--- src/core/eph_map.vh ---
/*
  constants for the host-side controller of a parallel byte-wide
  electrically erasable memory; assumes a 250 MHz controller clock.
*/
// Functional notes
// - host waits 5 ms unless polling completion
// - page byte loads spaced 0.15 to 100 us; a read running when the spacing max passes leaves the page open past it
// - each byte load follows single write timing
// - output enable pulse with select high tolerated
// - output enable low with select low polls
// - polling uses ordinary read cycles and timing
`ifndef EPH_MAP_VH
`define EPH_MAP_VH
`define EPH_CLK_MHZ           250
`define EPH_ADDR_W            13
`define EPH_PAGE_BYTES        64
// times in ns, us or ms as named in each macro
`define EPH_T_READ_NS         120
`define EPH_T_PULSE_NS        50
`define EPH_T_HOLD_NS         50
`define EPH_T_HZ_NS           30
`define EPH_T_SPACE_MIN_NS    150
`define EPH_T_SPACE_MAX_US    100
`define EPH_T_PROG_MAX_MS     5
`define EPH_T_PUR_US          100
`define EPH_T_PUW_MS          5
// cycle counts: minimums rounded up, maximums rounded down
`define EPH_CYC_READ   ((`EPH_T_READ_NS*`EPH_CLK_MHZ+999)/1000)
`define EPH_CYC_PULSE  ((`EPH_T_PULSE_NS*`EPH_CLK_MHZ+999)/1000)
`define EPH_CYC_HOLD   ((`EPH_T_HOLD_NS*`EPH_CLK_MHZ+999)/1000)
`define EPH_CYC_HZ     ((`EPH_T_HZ_NS*`EPH_CLK_MHZ+999)/1000)
`define EPH_CYC_SPMIN  ((`EPH_T_SPACE_MIN_NS*`EPH_CLK_MHZ+999)/1000)
`define EPH_CYC_SPMAX  (`EPH_T_SPACE_MAX_US*`EPH_CLK_MHZ)
`define EPH_CYC_PROG   (`EPH_T_PROG_MAX_MS*1000*`EPH_CLK_MHZ)
`define EPH_CYC_PUR    (`EPH_T_PUR_US*`EPH_CLK_MHZ)
`define EPH_CYC_PUW    (`EPH_T_PUW_MS*1000*`EPH_CLK_MHZ)
`define EPH_TMR_W      24
`endif

--- src/core/eph_host.v ---
/*
  host controller driving a parallel byte-wide eeprom: reads, byte
  loads grouped into pages, and end-of-write polling by read cycles.
  assumes the memory pins are wired straight to the device and that
  data pins are resolved from data_oe outside this module.
*/
`timescale 1ns/1ps
`include "eph_map.vh"
module eph_host #(
  parameter PUW_CYC  = `EPH_CYC_PUW,
  parameter PUR_CYC  = `EPH_CYC_PUR,
  parameter PROG_CYC = `EPH_CYC_PROG,
  parameter SPMAX_CYC = `EPH_CYC_SPMAX
) (
  input  wire                  clk,
  input  wire                  reset,
  input  wire                  req_valid,
  output wire                  req_ready,
  input  wire                  req_write,
  input  wire                  req_last,
  input  wire [`EPH_ADDR_W-1:0] req_addr,
  input  wire [7:0]            req_wdata,
  output reg                   rsp_valid,
  output reg  [7:0]            rsp_rdata,
  output reg                   write_done,
  output reg                   write_timeout,
  output reg  [`EPH_ADDR_W-1:0] address_pins,
  output reg  [7:0]            data_out,
  output reg                   data_oe,
  input  wire [7:0]            data_in,
  output reg                   chip_sel_n,
  output reg                   out_en_n,
  output reg                   wr_en_n
);
  localparam [3:0] S_PWR   = 4'd0;
  localparam [3:0] S_IDLE  = 4'd1;
  localparam [3:0] S_RD    = 4'd2;
  localparam [3:0] S_RDEND = 4'd3;
  localparam [3:0] S_WR    = 4'd4;
  localparam [3:0] S_WREND = 4'd5;
  localparam [3:0] S_PAGE  = 4'd6;
  localparam [3:0] S_POLL  = 4'd7;
  localparam [3:0] S_PEND  = 4'd8;
  localparam [3:0] S_PGAP  = 4'd9;

  localparam [`EPH_TMR_W-1:0] C_READ  = `EPH_CYC_READ;
  localparam [`EPH_TMR_W-1:0] C_PULSE = `EPH_CYC_PULSE;
  localparam [`EPH_TMR_W-1:0] C_HOLD  = `EPH_CYC_HOLD;
  localparam [`EPH_TMR_W-1:0] C_HZ    = `EPH_CYC_HZ;
  localparam [`EPH_TMR_W-1:0] C_SPMIN = `EPH_CYC_SPMIN;
  localparam [`EPH_TMR_W-1:0] C_PUW   = PUW_CYC;
  localparam [`EPH_TMR_W-1:0] C_PUR   = PUR_CYC;
  localparam [`EPH_TMR_W-1:0] C_PROG  = PROG_CYC;
  localparam [`EPH_TMR_W-1:0] C_SPMAX = SPMAX_CYC;

  reg  [3:0]             state_q;
  reg  [`EPH_TMR_W-1:0]  tmr_val;
  reg                    tmr_load;
  wire                   tmr_done;
  reg  [`EPH_TMR_W-1:0]  prog_q;      // program deadline counter
  reg  [`EPH_TMR_W-1:0]  spc_q;       // time since last byte load
  reg  [`EPH_TMR_W-1:0]  pur_q;       // power-up read gate
  reg  [`EPH_TMR_W-1:0]  puw_q;       // power-up write gate
  reg                    poll_same_q; // two polls saw bit 6 unchanged
  reg  [7:0]             din_s1_q;
  reg  [7:0]             din_s2_q;
  reg  [7:0]             poll_prev_q;
  reg                    poll_first_q;
  reg                    last_q;

  // pin inputs pass two flops before use
  always @(posedge clk) begin
    din_s1_q <= data_in;
    din_s2_q <= din_s1_q;
  end

  eph_timer u_tmr (
    .clk   (clk),
    .reset (reset),
    .load  (tmr_load),
    .value (tmr_val),
    .done  (tmr_done)
  );

  wire read_ok    = (pur_q == {`EPH_TMR_W{1'b0}});
  wire write_ok   = (puw_q == {`EPH_TMR_W{1'b0}});
  wire space_ok   = (spc_q >= C_SPMIN);
  wire page_close = (spc_q == C_SPMAX) & ~last_q;
  // no request is offered in the cycle that closes an open page
  assign req_ready = (state_q == S_IDLE) & tmr_done & read_ok &
                     ~page_close &
                     (~req_write | (space_ok & write_ok));

  // side counters: power-up read and write gates, byte spacing, program deadline
  always @(posedge clk) begin
    if (reset) begin
      pur_q  <= C_PUR;
      puw_q  <= C_PUW;
      spc_q  <= {`EPH_TMR_W{1'b1}};
      prog_q <= {`EPH_TMR_W{1'b0}};
    end else begin
      if (read_ok == 1'b0)
        pur_q <= pur_q - {{(`EPH_TMR_W-1){1'b0}}, 1'b1};
      if (write_ok == 1'b0)
        puw_q <= puw_q - {{(`EPH_TMR_W-1){1'b0}}, 1'b1};
      if (state_q == S_WREND)
        spc_q <= {`EPH_TMR_W{1'b0}};
      else if (spc_q != {`EPH_TMR_W{1'b1}})
        spc_q <= spc_q + {{(`EPH_TMR_W-1){1'b0}}, 1'b1};
      if (state_q == S_PAGE)
        prog_q <= C_PROG;
      else if (prog_q != {`EPH_TMR_W{1'b0}})
        prog_q <= prog_q - {{(`EPH_TMR_W-1){1'b0}}, 1'b1};
    end
  end

  // timer load requests per state entry
  always @* begin
    tmr_load = 1'b0;
    tmr_val  = C_PULSE;
    case (state_q)
      S_IDLE: begin
        if (req_valid & req_ready) begin
          tmr_load = 1'b1;
          tmr_val  = req_write ? C_PULSE : C_READ;
        end
      end
      S_RD, S_POLL: begin
        if (tmr_done) begin
          tmr_load = 1'b1;
          tmr_val  = C_HZ;
        end
      end
      S_WR: begin
        if (tmr_done) begin
          tmr_load = 1'b1;
          tmr_val  = C_HOLD;
        end
      end
      S_PAGE, S_PGAP: begin
        if (tmr_done) begin
          tmr_load = 1'b1;
          tmr_val  = C_READ;
        end
      end
      default: begin
        tmr_load = 1'b0;
      end
    endcase
  end

  // main sequencer driving the control pins
  always @(posedge clk) begin
    if (reset) begin
      state_q       <= S_PWR;
      chip_sel_n    <= 1'b1;
      out_en_n      <= 1'b1;
      wr_en_n       <= 1'b1;
      data_oe       <= 1'b0;
      data_out      <= 8'h00;
      address_pins  <= {`EPH_ADDR_W{1'b0}};
      rsp_valid     <= 1'b0;
      rsp_rdata     <= 8'h00;
      write_done    <= 1'b0;
      write_timeout <= 1'b0;
      poll_prev_q   <= 8'h00;
      poll_first_q  <= 1'b0;
      poll_same_q   <= 1'b0;
      last_q        <= 1'b0;
    end else begin
      rsp_valid     <= 1'b0;
      write_done    <= 1'b0;
      write_timeout <= 1'b0;
      case (state_q)
        S_PWR: begin
          state_q <= S_IDLE;
        end
        S_IDLE: begin
          // page closes if spacing max passes without a load while the sequencer is in S_IDLE
          if (page_close)
            state_q <= S_PAGE;
          else if (req_valid & req_ready) begin
            address_pins <= req_addr;
            chip_sel_n   <= 1'b0;
            if (req_write) begin
              wr_en_n  <= 1'b0;
              data_out <= req_wdata;
              data_oe  <= 1'b1;
              last_q   <= req_last;
              state_q  <= S_WR;
            end else begin
              out_en_n <= 1'b0;
              state_q  <= S_RD;
            end
          end
        end
        S_RD: begin
          if (tmr_done) begin
            rsp_rdata <= din_s2_q;
            chip_sel_n <= 1'b1;
            out_en_n  <= 1'b1;
            rsp_valid <= 1'b1;
            state_q   <= S_RDEND;
          end
        end
        S_RDEND: begin
          if (tmr_done)
            state_q <= S_IDLE;
        end
        S_WR: begin
          // single write timing per byte load
          if (tmr_done) begin
            wr_en_n    <= 1'b1;
            chip_sel_n <= 1'b1;
            state_q    <= S_WREND;
          end
        end
        S_WREND: begin
          if (tmr_done) begin
            data_oe <= 1'b0;
            state_q <= last_q ? S_PAGE : S_IDLE;
          end
        end
        S_PAGE: begin
          poll_first_q <= 1'b1;
          last_q       <= 1'b1;
          if (tmr_done) begin
            chip_sel_n <= 1'b0;
            out_en_n   <= 1'b0;
            state_q    <= S_POLL;
          end
        end
        S_POLL: begin
          // toggle-bit poll as an ordinary read cycle
          if (tmr_done) begin
            // compare while the read data still stands on the pins
            chip_sel_n   <= 1'b1;
            out_en_n     <= 1'b1;
            poll_same_q  <= ~poll_first_q &
                            (din_s2_q[6] == poll_prev_q[6]);
            poll_prev_q  <= din_s2_q;
            poll_first_q <= 1'b0;
            state_q      <= S_PEND;
          end
        end
        S_PEND: begin
          if (tmr_done) begin
            if (poll_same_q & prog_q != C_PROG) begin
              write_done <= 1'b1;
              state_q    <= S_IDLE;
            end else if (prog_q == {`EPH_TMR_W{1'b0}}) begin
              write_timeout <= 1'b1;
              state_q       <= S_IDLE;
            end else
              state_q <= S_PGAP;
          end
        end
        S_PGAP: begin
          // output enable only falls with select low, never bare
          if (tmr_done) begin
            chip_sel_n <= 1'b0;
            out_en_n   <= 1'b0;
            state_q    <= S_POLL;
          end
        end
        default: begin
          state_q <= S_IDLE;
        end
      endcase
    end
  end
endmodule

--- src/core/eph_timer.v ---
/*
  down-counting delay timer with load and expiry flag.
  assumes a single synchronous clock domain.
*/
`timescale 1ns/1ps
`include "eph_map.vh"
module eph_timer (
  input  wire                  clk,
  input  wire                  reset,
  input  wire                  load,
  input  wire [`EPH_TMR_W-1:0] value,
  output wire                  done
);
  reg [`EPH_TMR_W-1:0] cnt_q;

  // load wins; otherwise count down to zero and stop
  always @(posedge clk) begin
    if (reset) begin
      cnt_q <= {`EPH_TMR_W{1'b0}};
    end else if (load) begin
      cnt_q <= value;
    end else if (cnt_q != {`EPH_TMR_W{1'b0}}) begin
      cnt_q <= cnt_q - {{(`EPH_TMR_W-1){1'b0}}, 1'b1};
    end
  end

  // done must not look at load: callers derive load from done
  assign done = (cnt_q == {`EPH_TMR_W{1'b0}});
endmodule
--- config.mk ---
export PLATFORM = sky130hd
export DESIGN_NAME = eph_host
export DESIGN_NICKNAME = d
export VERILOG_FILES = /design/src/core/eph_host.v /design/src/core/eph_timer.v
export VERILOG_INCLUDE_DIRS = /design/src /design/src/core
export SDC_FILE = /design/constraint.sdc
export NUM_CORES = 1
export LEC_CHECK = 0
export ABC_AREA = 1
export BUFFER_PORTS_ARGS = -buffer_cell sky130_fd_sc_hd__buf_2
export CAP_MARGIN = 10
export CORE_ASPECT_RATIO = 0.9
export CORE_MARGIN = 2
export CORE_UTILIZATION = 35
export DETAILED_ROUTE_END_ITERATION = 6
export PLACE_DENSITY_LB_ADDON = 0.05
export SYNTH_ARGS = -nofsm -noshare
export SYNTH_HDL_FRONTEND = slang
export SYNTH_SLANG_ARGS = --single-unit
--- constraint.sdc ---
create_clock -name clk -period 2.25 [get_ports clk]
set_input_delay 0.45 -clock clk [delete_from_list [all_inputs] [get_ports clk]]
set_output_delay 0.45 -clock clk [all_outputs]
set_load 0.02 [all_outputs]
# ---- Yosys cells after proc, flatten, opt, wreduce, memory -nomap -nowiden
# Cells that the tools add are included.
dict set report totals {
  ff_bits 186
  input_bits 34
  out_inout_bits 37
  elab_cells 159
}
dict set report op_classes {
  addsub 5
  n_lt_le_gt_ge 1
  eq_ne 27
  n_mux 52
  bitwise_logic 17
  n_reduce_logical 34
}
# op n
set op_table {}
lappend op_table {{$logic_not 24->1} 4}
lappend op_table {{$mux 24} 4}
lappend op_table {{$sub 24x1->24 const B} 4}
lappend op_table {{$reduce_bool 24->1} 2}
lappend op_table {{$mux 4} 11}
lappend op_table {{$mux 21} 2}
lappend op_table {{$pmux 4 s8} 1}
lappend op_table {{$add 24x1->24 const B} 1}
lappend op_table {{$eq 24x15->1 const B} 1}
lappend op_table {{$ge 24x6->1 const B} 1}
lappend op_table {{$ne 24x21->1 const B} 1}
lappend op_table {{$ne 24x24->1 const B} 1}
lappend op_table {{$mux 1} 20}
lappend op_table {{$ne 2x2->1 const B} 9}
lappend op_table {{$eq 4x3->1 const B} 4}
lappend op_table {{$mux 5} 3}
lappend op_table {{$pmux 5 s3} 1}
lappend op_table {{$reduce_and 5->1} 3}
lappend op_table {{$reduce_bool 2->1} 7}
lappend op_table {{$pmux 1 s2} 5}
lappend op_table {{$and 1x1->1} 9}
lappend op_table {{$mux 3} 3}
lappend op_table {{$eq 4x2->1 const B} 2}
lappend op_table {{$eq 4x4->1 const B} 2}
lappend op_table {{17 further kinds} 35}

# ---- Logic depth before layout (Yosys ltp)
# Gate-level depths: netlist (run 1).
dict set report depth {
  ltp_word 9
  mapped_depth 16
  depth_no_buf 15
}

# ---- Modules after synthesis
# Synthesis (run 1) repeated with hierarchy kept, for this count alone.
dict set report unflattened {
  cells_unflattened 1397
  hier_area_um2 9589.2
}
# mod instances cells_each area_each_um2
set by_module_without_submodules {}
lappend by_module_without_submodules {eph_host 1 1118 7797.5}
lappend by_module_without_submodules {eph_timer 1 279 1791.7}

# ---- Least setup slack after synthesis (run 1)
# No wires, ideal clock.
dict set report synth_path {
  path_type {reg-to-output}
  start {register u_tmr.cnt_q[0]}
  end {output port req_ready}
  arrival_time_ps 1391
  slack_ps 409
  path_stages_with_launch 11
  n_path_buf 0
  cell_sequence {dfxtp_1 -> inv_1 -> ha_1 -> nand2_1 -> nor2_2 -> nand2_2 -> nor2_8 -> nand2_2 -> nor2_4 -> nand2_1 -> inv_1}
}
dict set report synth_between {
  elab_chain_len 5
}
# element line_no
set synth_lines {}
lappend synth_lines {{start: declaration} eph_timer.v:14} ;# reg [`EPH_TMR_W-1:0] cnt_q;
lappend synth_lines {{start signal: assignment} eph_timer.v:19} ;# cnt_q <= {`EPH_TMR_W{1'b0}};
lappend synth_lines {{start signal: assignment} eph_timer.v:21} ;# cnt_q <= value;
lappend synth_lines {{start signal: assignment} eph_timer.v:23} ;# cnt_q <= cnt_q - {{(`EPH_TMR_W-1){1'b0}}, 1'b1};
lappend synth_lines {{$logic_not 24->1} eph_timer.v:28} ;# assign done = (cnt_q == {`EPH_TMR_W{1'b0}});
lappend synth_lines {{$and 1x1->1 (3 in series)} eph_host.v:90} ;# assign req_ready = (state_q == S_IDLE) & tmr_done & read_ok &
lappend synth_lines {{$and 1x1->1} eph_host.v:91} ;# ~page_close &
lappend synth_lines {{end: declaration} eph_host.v:18} ;# output wire req_ready,
# No other way between the ends.

# ---- Final worst setup path (run 1)
# Ends and elaborated chain as after synthesis.

==> impl_results.md, run 1 <==
* Outcome: finished, violations left
* Failing checks: negative setup slack
* Largest net degree at the start of global routing at 64
* Final Cycle Share at 100%
* Prevailing post-synth register cell: dfxtp_1
* CTS tree: built
* CP startpoint kind: flip-flop
* Worst path depth at 11
* Post-Syn Area at 9100 um^2
* Max-cap violation count at 0
* R2R depth at 15
* Sinks on Clock Net at 180
* Mapped Cells at 1348
* Power density over the cells at 1290 nW/um^2
* I/O Pins at 71
* First-pass GRT wire length at 42900 um
* Sw Ratio at 44.4%
* Tot Pwr at 14.4 mW
* CTS H-tree depth at 4
* TritonRoute pass-1 iters at 5
* Initial Utilization at 35.9%
* Vias per inst at 4.81
* IO Port Bufs at 70
* Synth area leaders: dfxtp_1 40%, nor2_1 12%, nand2_1 11%
* DR iter-0 viols at 507
* Final core occ at 44.1%
* Die Span X at 174 um
* Total Nets Final at 1519
* Grt total ovfl at 0
* Xor/xnor cell area share of the yosys netlist at 4.62%
* Crit. End Element: output port
* Synthesized-area fraction occupied by and/or/nand/nor cells at 38.1%
* GRT Total Usage at 19.3%
* Die Area at 27300 um^2
* Mux share of post-synthesis cell area at 0%
* Worst VDD drop at 566 uV
* Fin area at 11200 um^2
* Gp weighted congestion at 0.854
* Core Region at 25300 um^2
* Sequential fraction of the synthesis area at 39.6%
* Setup CP Type: flip-flop to output port
* Dpl hpwl at 18700 um
* Leak at 5.13 nW
* Top cell type by total area after synthesis: dfxtp_1
* Clock slew at the register clock pins of the worst setup and hold paths at 0.07 ns
* Clock buffer depth at 2
* Antenna violations before repair at 2
* Post-synth ARST share at 0%
* Syn_nets at 1393
* Worst Setup EP: req_ready
* RR Startpoint: spc_q[20]
* Root Buffer Master: clkbuf_16
* Rows at 55
* R2r endpoint: data_out[1]
* Yosys top cell area share at 39.6%
* Share of cells above drive strength 1 at 19.2%
* Setup-failing EPs final at 1
* Clk pwr share at 20.7%
* Wire length per cell at 13.9 um
* Count of yosys warnings during synthesis at 0
* Hold slack at 0.115 ns
* Later-pin clock latency in the skew report at 0.44 ns
* Dpl ws at 0.129 ns
* Worst-path maximum fanout at 4
* Yosys cell types at 46
* Crit path arrival time at 1.81 ns
* Worst EP required at 1.80 ns
* Average cell area after synthesis at 6.75 um^2
* Worst-Margin Slew at 0.608 ns
* Largest family of logic cells by synthesized area: simple AND/OR/NAND/NOR gates
* Fmax achieved at 443 MHz
* Clock Skews at 0.0200 ns
* Worst Setup Slack, final at -0.00642 ns
* Hold Fails Final Rpt at 0
* Comb pwr share at 47.8%
* Die H at 157 um
* Number of CTS-inserted buffers at 17
* Worst hold path type: input pin to flip-flop
* EDFF count, synth at 0
* Pint at 8.01 mW
* Worst Setup SP: u_tmr.cnt_q[0]
* DRC viols at 0
* Max-slew violation count at 0
* Synth Register Bits at 180
* Reg-to-reg slack, setup at 0.21 ns
* DRT antenna net count at 0
* Crit path largest cell delay at 0.33 ns
* Slew HR at 59.4%
* Dpl cell area at 10100 um^2
* RSZ-0062 raised after global routing: yes
* Sw Pwr at 6.40 mW
* Final min period at 2.26 ns
* Number of buffers and inverters on the critical path at 3
* CTS Hold Buffers Added at 0
* Area growth syn-to-layout at 22.7%
* Synth Area in Compound Gates at 9.06%
* Final WL at 25500 um
* Cells along the critical path: inv_2 -> ha_4 -> nand2_1 -> nor2_2 -> nand2_2 -> nor2_8 -> nand2_4 -> nor2_4 -> nand2_2 -> inv_2 -> buf_6
* Adder-Cell Fraction of Synth Area at 1.51%
* Routed vias at 8806
* CP delay by family, top: simple AND/OR/NAND/NOR gates
* Slowest CP cell: dfxtp_2
* Seq pwr share at 31.4%
* Vias in the first global route at 8424
==> what timing repair did <==
action                                  CTS  global route
pin swaps                                17            29
gates cloned                              0             0
gates resized for setup                  39            72
endpoints found under the setup margin    1            36
setup buffers                            14             8
==> registers in the layout, summed over array words and instances (netlist names), 4 cells and up <==
| signal | flops |
|---|---|
| address_pins | 13 |
| data_out | 8 |
| din_s1_q | 8 |
| din_s2_q | 8 |
| prog_q | 24 |
| pur_q | 24 |
| puw_q | 24 |
| rsp_rdata | 8 |
| spc_q | 24 |
| state_q | 4 |
| u_tmr.cnt_q | 24 |
==> Yosys cell counts (2+ instances only) <==
library cell / instances
or2_2: 8
buf_2: 4
nor4_1: 10
o21a_1: 3
xnor2_1: 25
o31ai_1: 2
nor3b_1: 9
inv_1: 134
a211oi_1: 4
nand2_1: 258
clkbuf_1: 19
o21bai_1: 2
o211ai_1: 8
a2111oi_0: 2
and3_1: 3
nor2_2: 13
dfxtp_1: 180
nand3_1: 96
nand3b_1: 3
nand4_1: 36
a31oi_1: 8
nor2_4: 2
clkinv_1: 4
ha_1: 11
nand2_2: 4
nor2_1: 294
o21ai_0: 59
nor3_1: 52
a21oi_1: 51
buf_1: 4
xor2_1: 23
o311ai_0: 3
==> power groups by stage <==
stage / clock network [mW] / logic [mW] / registers [mW]
5_1_grt: 3.23 / 7.87 / 4.63
6_report: 2.99 / 6.89 / 4.53
3_3_place_gp: 0 / 6.62 / 4.52
2_1_floorplan: 0 / 4.81 / 4.36
4_1_cts: 3.07 / 6.69 / 4.46
3_5_place_dp: 0 / 6.56 / 4.51
==> metrics by stage <==
stage | cells | TNS, ns
after floorplan | 1348 | 0
after global placement | 1775 | 0
after detailed placement | 1775 | 0
after CTS | 1821 | -0.0629
after global routing | 1829 | -0.123
final | 1831 | -0.00642
==> area by class of cell <==
class,instances,area (um^2)
multi-input combinational,1000,5110
antenna,2,5.00
clock inverter,13,143
fill,2685,14200
inverter,140,538
clock buffer,19,443
tap,342,428
timing repair buffer,135,870
sequential,180,3630
==> layer usage <==
metal / global-route usage (%) / routed length [um]
met1: 26.5 / 12800
met2: 30.3 / 10900
met4: 4.68 / 267
met5: 0 / 0
met3: 5.02 / 1560
==> worst register-to-register path: cells and delay by family, from the launching register on <==
family / cells / cell delay, ns
and+or+nand+nor: 11 / 1.04
buffers and inverters: 4 / 0.55
DFF: 1 / 0.35
==> kinds of logic after synthesis <==
kind of cell | count (synthesis)
AO/OA/AOI/OAI | 147
AND/OR/NAND/NOR | 794
flip-flops | 180
adder cells (fa/ha/maj) | 11
XOR/XNOR | 48
buffers and inverters | 168
==> layout by cell type, fill, tap and decap left out, types with 9 or more instances in the layout <==
master     instances
nor2_1           268
nand2_1          240
dfxtp_1          160
inv_1            122
nand3_1           94
buf_2             69
buf_4             63
o21ai_0           59
nor3_1            51
a21oi_1           51
nand4_1           36
nor2_2            27
xnor2_1           25
xor2_1            23
nand2_2           21
dfxtp_2           18
clkbuf_16         17
nor2_4            14
inv_2             13
nor4_1            10
nor3b_1            9
==> worst min-delay path by stage <==
stage                     start          end  slack, ns  cells past startpoint
floorplan           din_s1_q[0]  din_s2_q[0]       0.31                      0
global route         data_in[7]  din_s1_q[7]       0.09                      1
finish               data_in[4]  din_s1_q[4]       0.12                      1
CTS                  data_in[5]  din_s1_q[5]        0.1                      1
detailed placement  din_s1_q[1]  din_s2_q[1]       0.31                      0
global placement    din_s1_q[7]  din_s2_q[7]       0.31                      0
No activity file was read; power rests on OpenSTA's default activity.
==> inputs of run 2 (changes only) <==
- CELL_PAD_IN_SITES_DETAIL_PLACEMENT: default -> 0
- CELL_PAD_IN_SITES_GLOBAL_PLACEMENT: default -> 2
- CORE_UTILIZATION: 35 -> 34
- SLEW_MARGIN: default -> 20
==> run 2 against run 1 <==
Against the previous run: the flow now finishes without violations; die area up 2.9%; total power rose by 0.88%; register-to-register slack got worse by 0.08 ns; first-iteration DRC count is 6.3% higher; combinational power rose by 3.3%; maximum frequency up 1.7%; clock skew is 0.0051 ns lower; global-route usage grew 0.18 points; clock power decreased by 3%; critical path depth is 1 lower; critical path type unchanged.
==> impl_results.md, run 2 (synthesis gave the netlist of run 1 again) <==
* TritonRoute pass-1 iters at 5 (unchanged)
* Later-pin clock latency in the skew report at 0.44 ns (about the same)
* Grt total ovfl at 0 (unchanged)
* Most frequent cells in the layout: 266 x nor2_1, 241 x nand2_1, 156 x dfxtp_1
* Rows at 56 (+1.8%)
* Root Buffer Master: clkbuf_16
* CP dominant cell by count: nand2_2
* First-pass GRT wire length at 44500 um (+3.8%)
* Core Region at 26200 um^2 (+3.5%)
* Number of CTS-inserted buffers at 17 (unchanged)
* Antenna violations before repair at 0 (-2)
* Vias per inst at 4.83 (+0.33%)
* CTS Hold Buffers Added at 0 (unchanged)
* Vias in the first global route at 8677 (+3.0%)
* Final min period at 2.22 ns (-0.0376 ns)
* Cells along the critical path: nor2_2 -> nand2_2 -> nor2_4 -> inv_2 -> nor2_8 -> nand2_2 -> nor2_4 -> nand2_2 -> inv_2 -> buf_6
* DRC viols at 0 (unchanged)
* CTS H-tree depth at 4 (unchanged)
* I/O Pins at 71 (unchanged)
* Worst VDD drop at 484 uV (-14%)
* Leak at 5.19 nW (+1.2%)
* Max-cap violation count at 0 (unchanged)
* Fmax achieved at 451 MHz (+1.7%)
* Worst-path maximum fanout at 4 (unchanged)
* Gp weighted congestion at 0.826 (-3.3%)
* CP delay by family, top: simple AND/OR/NAND/NOR gates
* Max-slew violation count at 0 (unchanged)
* Slew HR at 50.6% (-8.8 points)
* N_diodes at 0 (-2)
* Sinks on Clock Net at 180 (unchanged)
* Share of cells above drive strength 1 at 20.1% (+0.91 points)
* Crit. End Element: output port
* CP startpoint kind: flip-flop
* Largest net degree at the start of global routing at 64 (unchanged)
* IO Port Bufs at 70 (unchanged)
* Placed Instances at 1796 (+1.2%)
* Final WL at 26700 um (+4.5%)
* Initial Utilization at 34.7% (-1.2 points)
* DR iter-0 viols at 539 (+6.3%)
* Crit path arrival time at 1.77 ns (-0.04 ns)
* Dpl hpwl at 19700 um (+5.3%)
* Crit path largest cell delay at 0.34 ns (about the same)
* Worst EP required at 1.80 ns (about the same)
* TNS Setup at 0 ns (+0.00642 ns)
* Outcome: complete, no violations
* Worst Setup Slack, final at 0.0312 ns (+0.0376 ns)
* Area growth syn-to-layout at 23.4%
* Setup CP Type: flip-flop to output port
* Hold slack at 0.104 ns (-0.0115 ns)
* Clock Skews at 0.0149 ns (-0.00514 ns)
* Worst-Margin Slew at 0.741 ns (+0.133 ns)
* Fill cell count at 2838 (+5.7%)
* RSZ-0062 raised after global routing: yes
* Die Span X at 176 um (+1.4%)
* Clock buffer depth at 2 (unchanged)
* Power density over the cells at 1290 nW/um^2 (+0.33%)
* Die Area at 28100 um^2 (+2.9%)
* Tot Pwr at 14.5 mW (+0.88%)
* Setup-failing EPs final at 0 (-1)
* Routed vias at 8936 (+1.5%)
* Commonest non-fill, non-tap cell in the layout: nor2_1
* Hold Fails Final Rpt at 0 (unchanged)
* R2R depth at 16 (+1)
* Total Nets Final at 1537 (+1.2%)
* Number of buffers and inverters on the critical path at 3 (unchanged)
* CTS tree: built
* Die H at 159 um (+1.4%)
* Slowest CP cell: dfxtp_1
* Wire length per cell at 14.4 um (+3.4%)
* GRT Total Usage at 19.5% (+0.18 points)
* Min-Delay Path Depth at 1 (unchanged)
* DRT antenna net count at 0 (unchanged)
* Worst path depth at 10 (-1)
* Final Cycle Share at 98.6% (-1.7 points)
* Clock slew at the register clock pins of the worst setup and hold paths at 0.08 ns (about the same)
* Dpl ws at 0.113 ns (-0.0154 ns)
* Fin cells at 1852 (+1.1%)
* Worst hold path type: input pin to flip-flop
-- run 2: cell types whose count changed in the layout (fill, tap and decap cells not counted), moves of 4 or more --
cell	previous run	this run
buf_4	63	81
o21ai_1	0	7
o21ai_0	59	53
dfxtp_1	160	156
inv_2	13	9
nor2_2	27	31
-- run 2: layout make-up --
cell class / count / area (um^2) / area share [%]
repair buffers: 153 / 1000 / 8.95
clock inverters: 11 / 105 / 0.936
flip-flops and latches: 180 / 3640 / 32.4
inverters: 140 / 534 / 4.76
clock buffers: 20 / 447 / 3.98
well taps: 348 / 435 / 3.88
multi-input cells: 1000 / 5060 / 45.1
-- run 2: power breakdown --
part / total (mW) / switching [mW] / internal (mW)
logic: 7.12 / 4.41 / 2.71
clock network: 2.89 / 1.33 / 1.55
registers: 4.52 / 0.689 / 3.83
total: 14.5 / 6.43 / 8.10
-- run 2: final timing paths --
kind,from,end,slack [ns]
hold reg to reg,din_s1_q[1],din_s2_q[1],0.33
setup reg to reg,spc_q[0],address_pins[12],0.13
hold / removal,data_in[6],din_s1_q[6],0.10
setup / recovery,u_tmr.cnt_q[18],req_ready,0.03
-- run 2: what timing repair did --
item	CTS	global route
gates resized for setup	66	46
gates cloned	0	0
endpoints found under the setup margin	1	10
setup buffers	19	6
pin swaps	31	20
-- run 2: through the flow --
step	util [%]	area (um^2)
2_1_floorplan	-	9100
6_report	42.8	11200
3_5_place_dp	39.0	10200
5_1_grt	42.8	11200
3_3_place_gp	39.0	10200
4_1_cts	42.3	11100
-- run 2: layer usage --
layer	track usage (%)	wire length (um)	up-vias
met3	4.51	1330	19
met4	4.70	317	0
li1	-	-	4673
met5	0	0	-
met2	28.9	11100	181
met1	28.3	14000	4063
-- run 2: worst register-to-register path, cell delays in order, from the launching register on --
cell	delay, ns
dfxtp_2	0.34
inv_4	0.09
ha_4	0.13
nand2_2	0.05
inv_2	0.05
nand2_1	0.04
nor2_1	0.10
nand3_1	0.13
nand2_2	0.12
nor2_4	0.05
buf_4	0.12
buf_4	0.13
nand3_4	0.14
clkinv_2	0.11
buf_4	0.19
o21ai_0	0.16
nor2_1	0.06
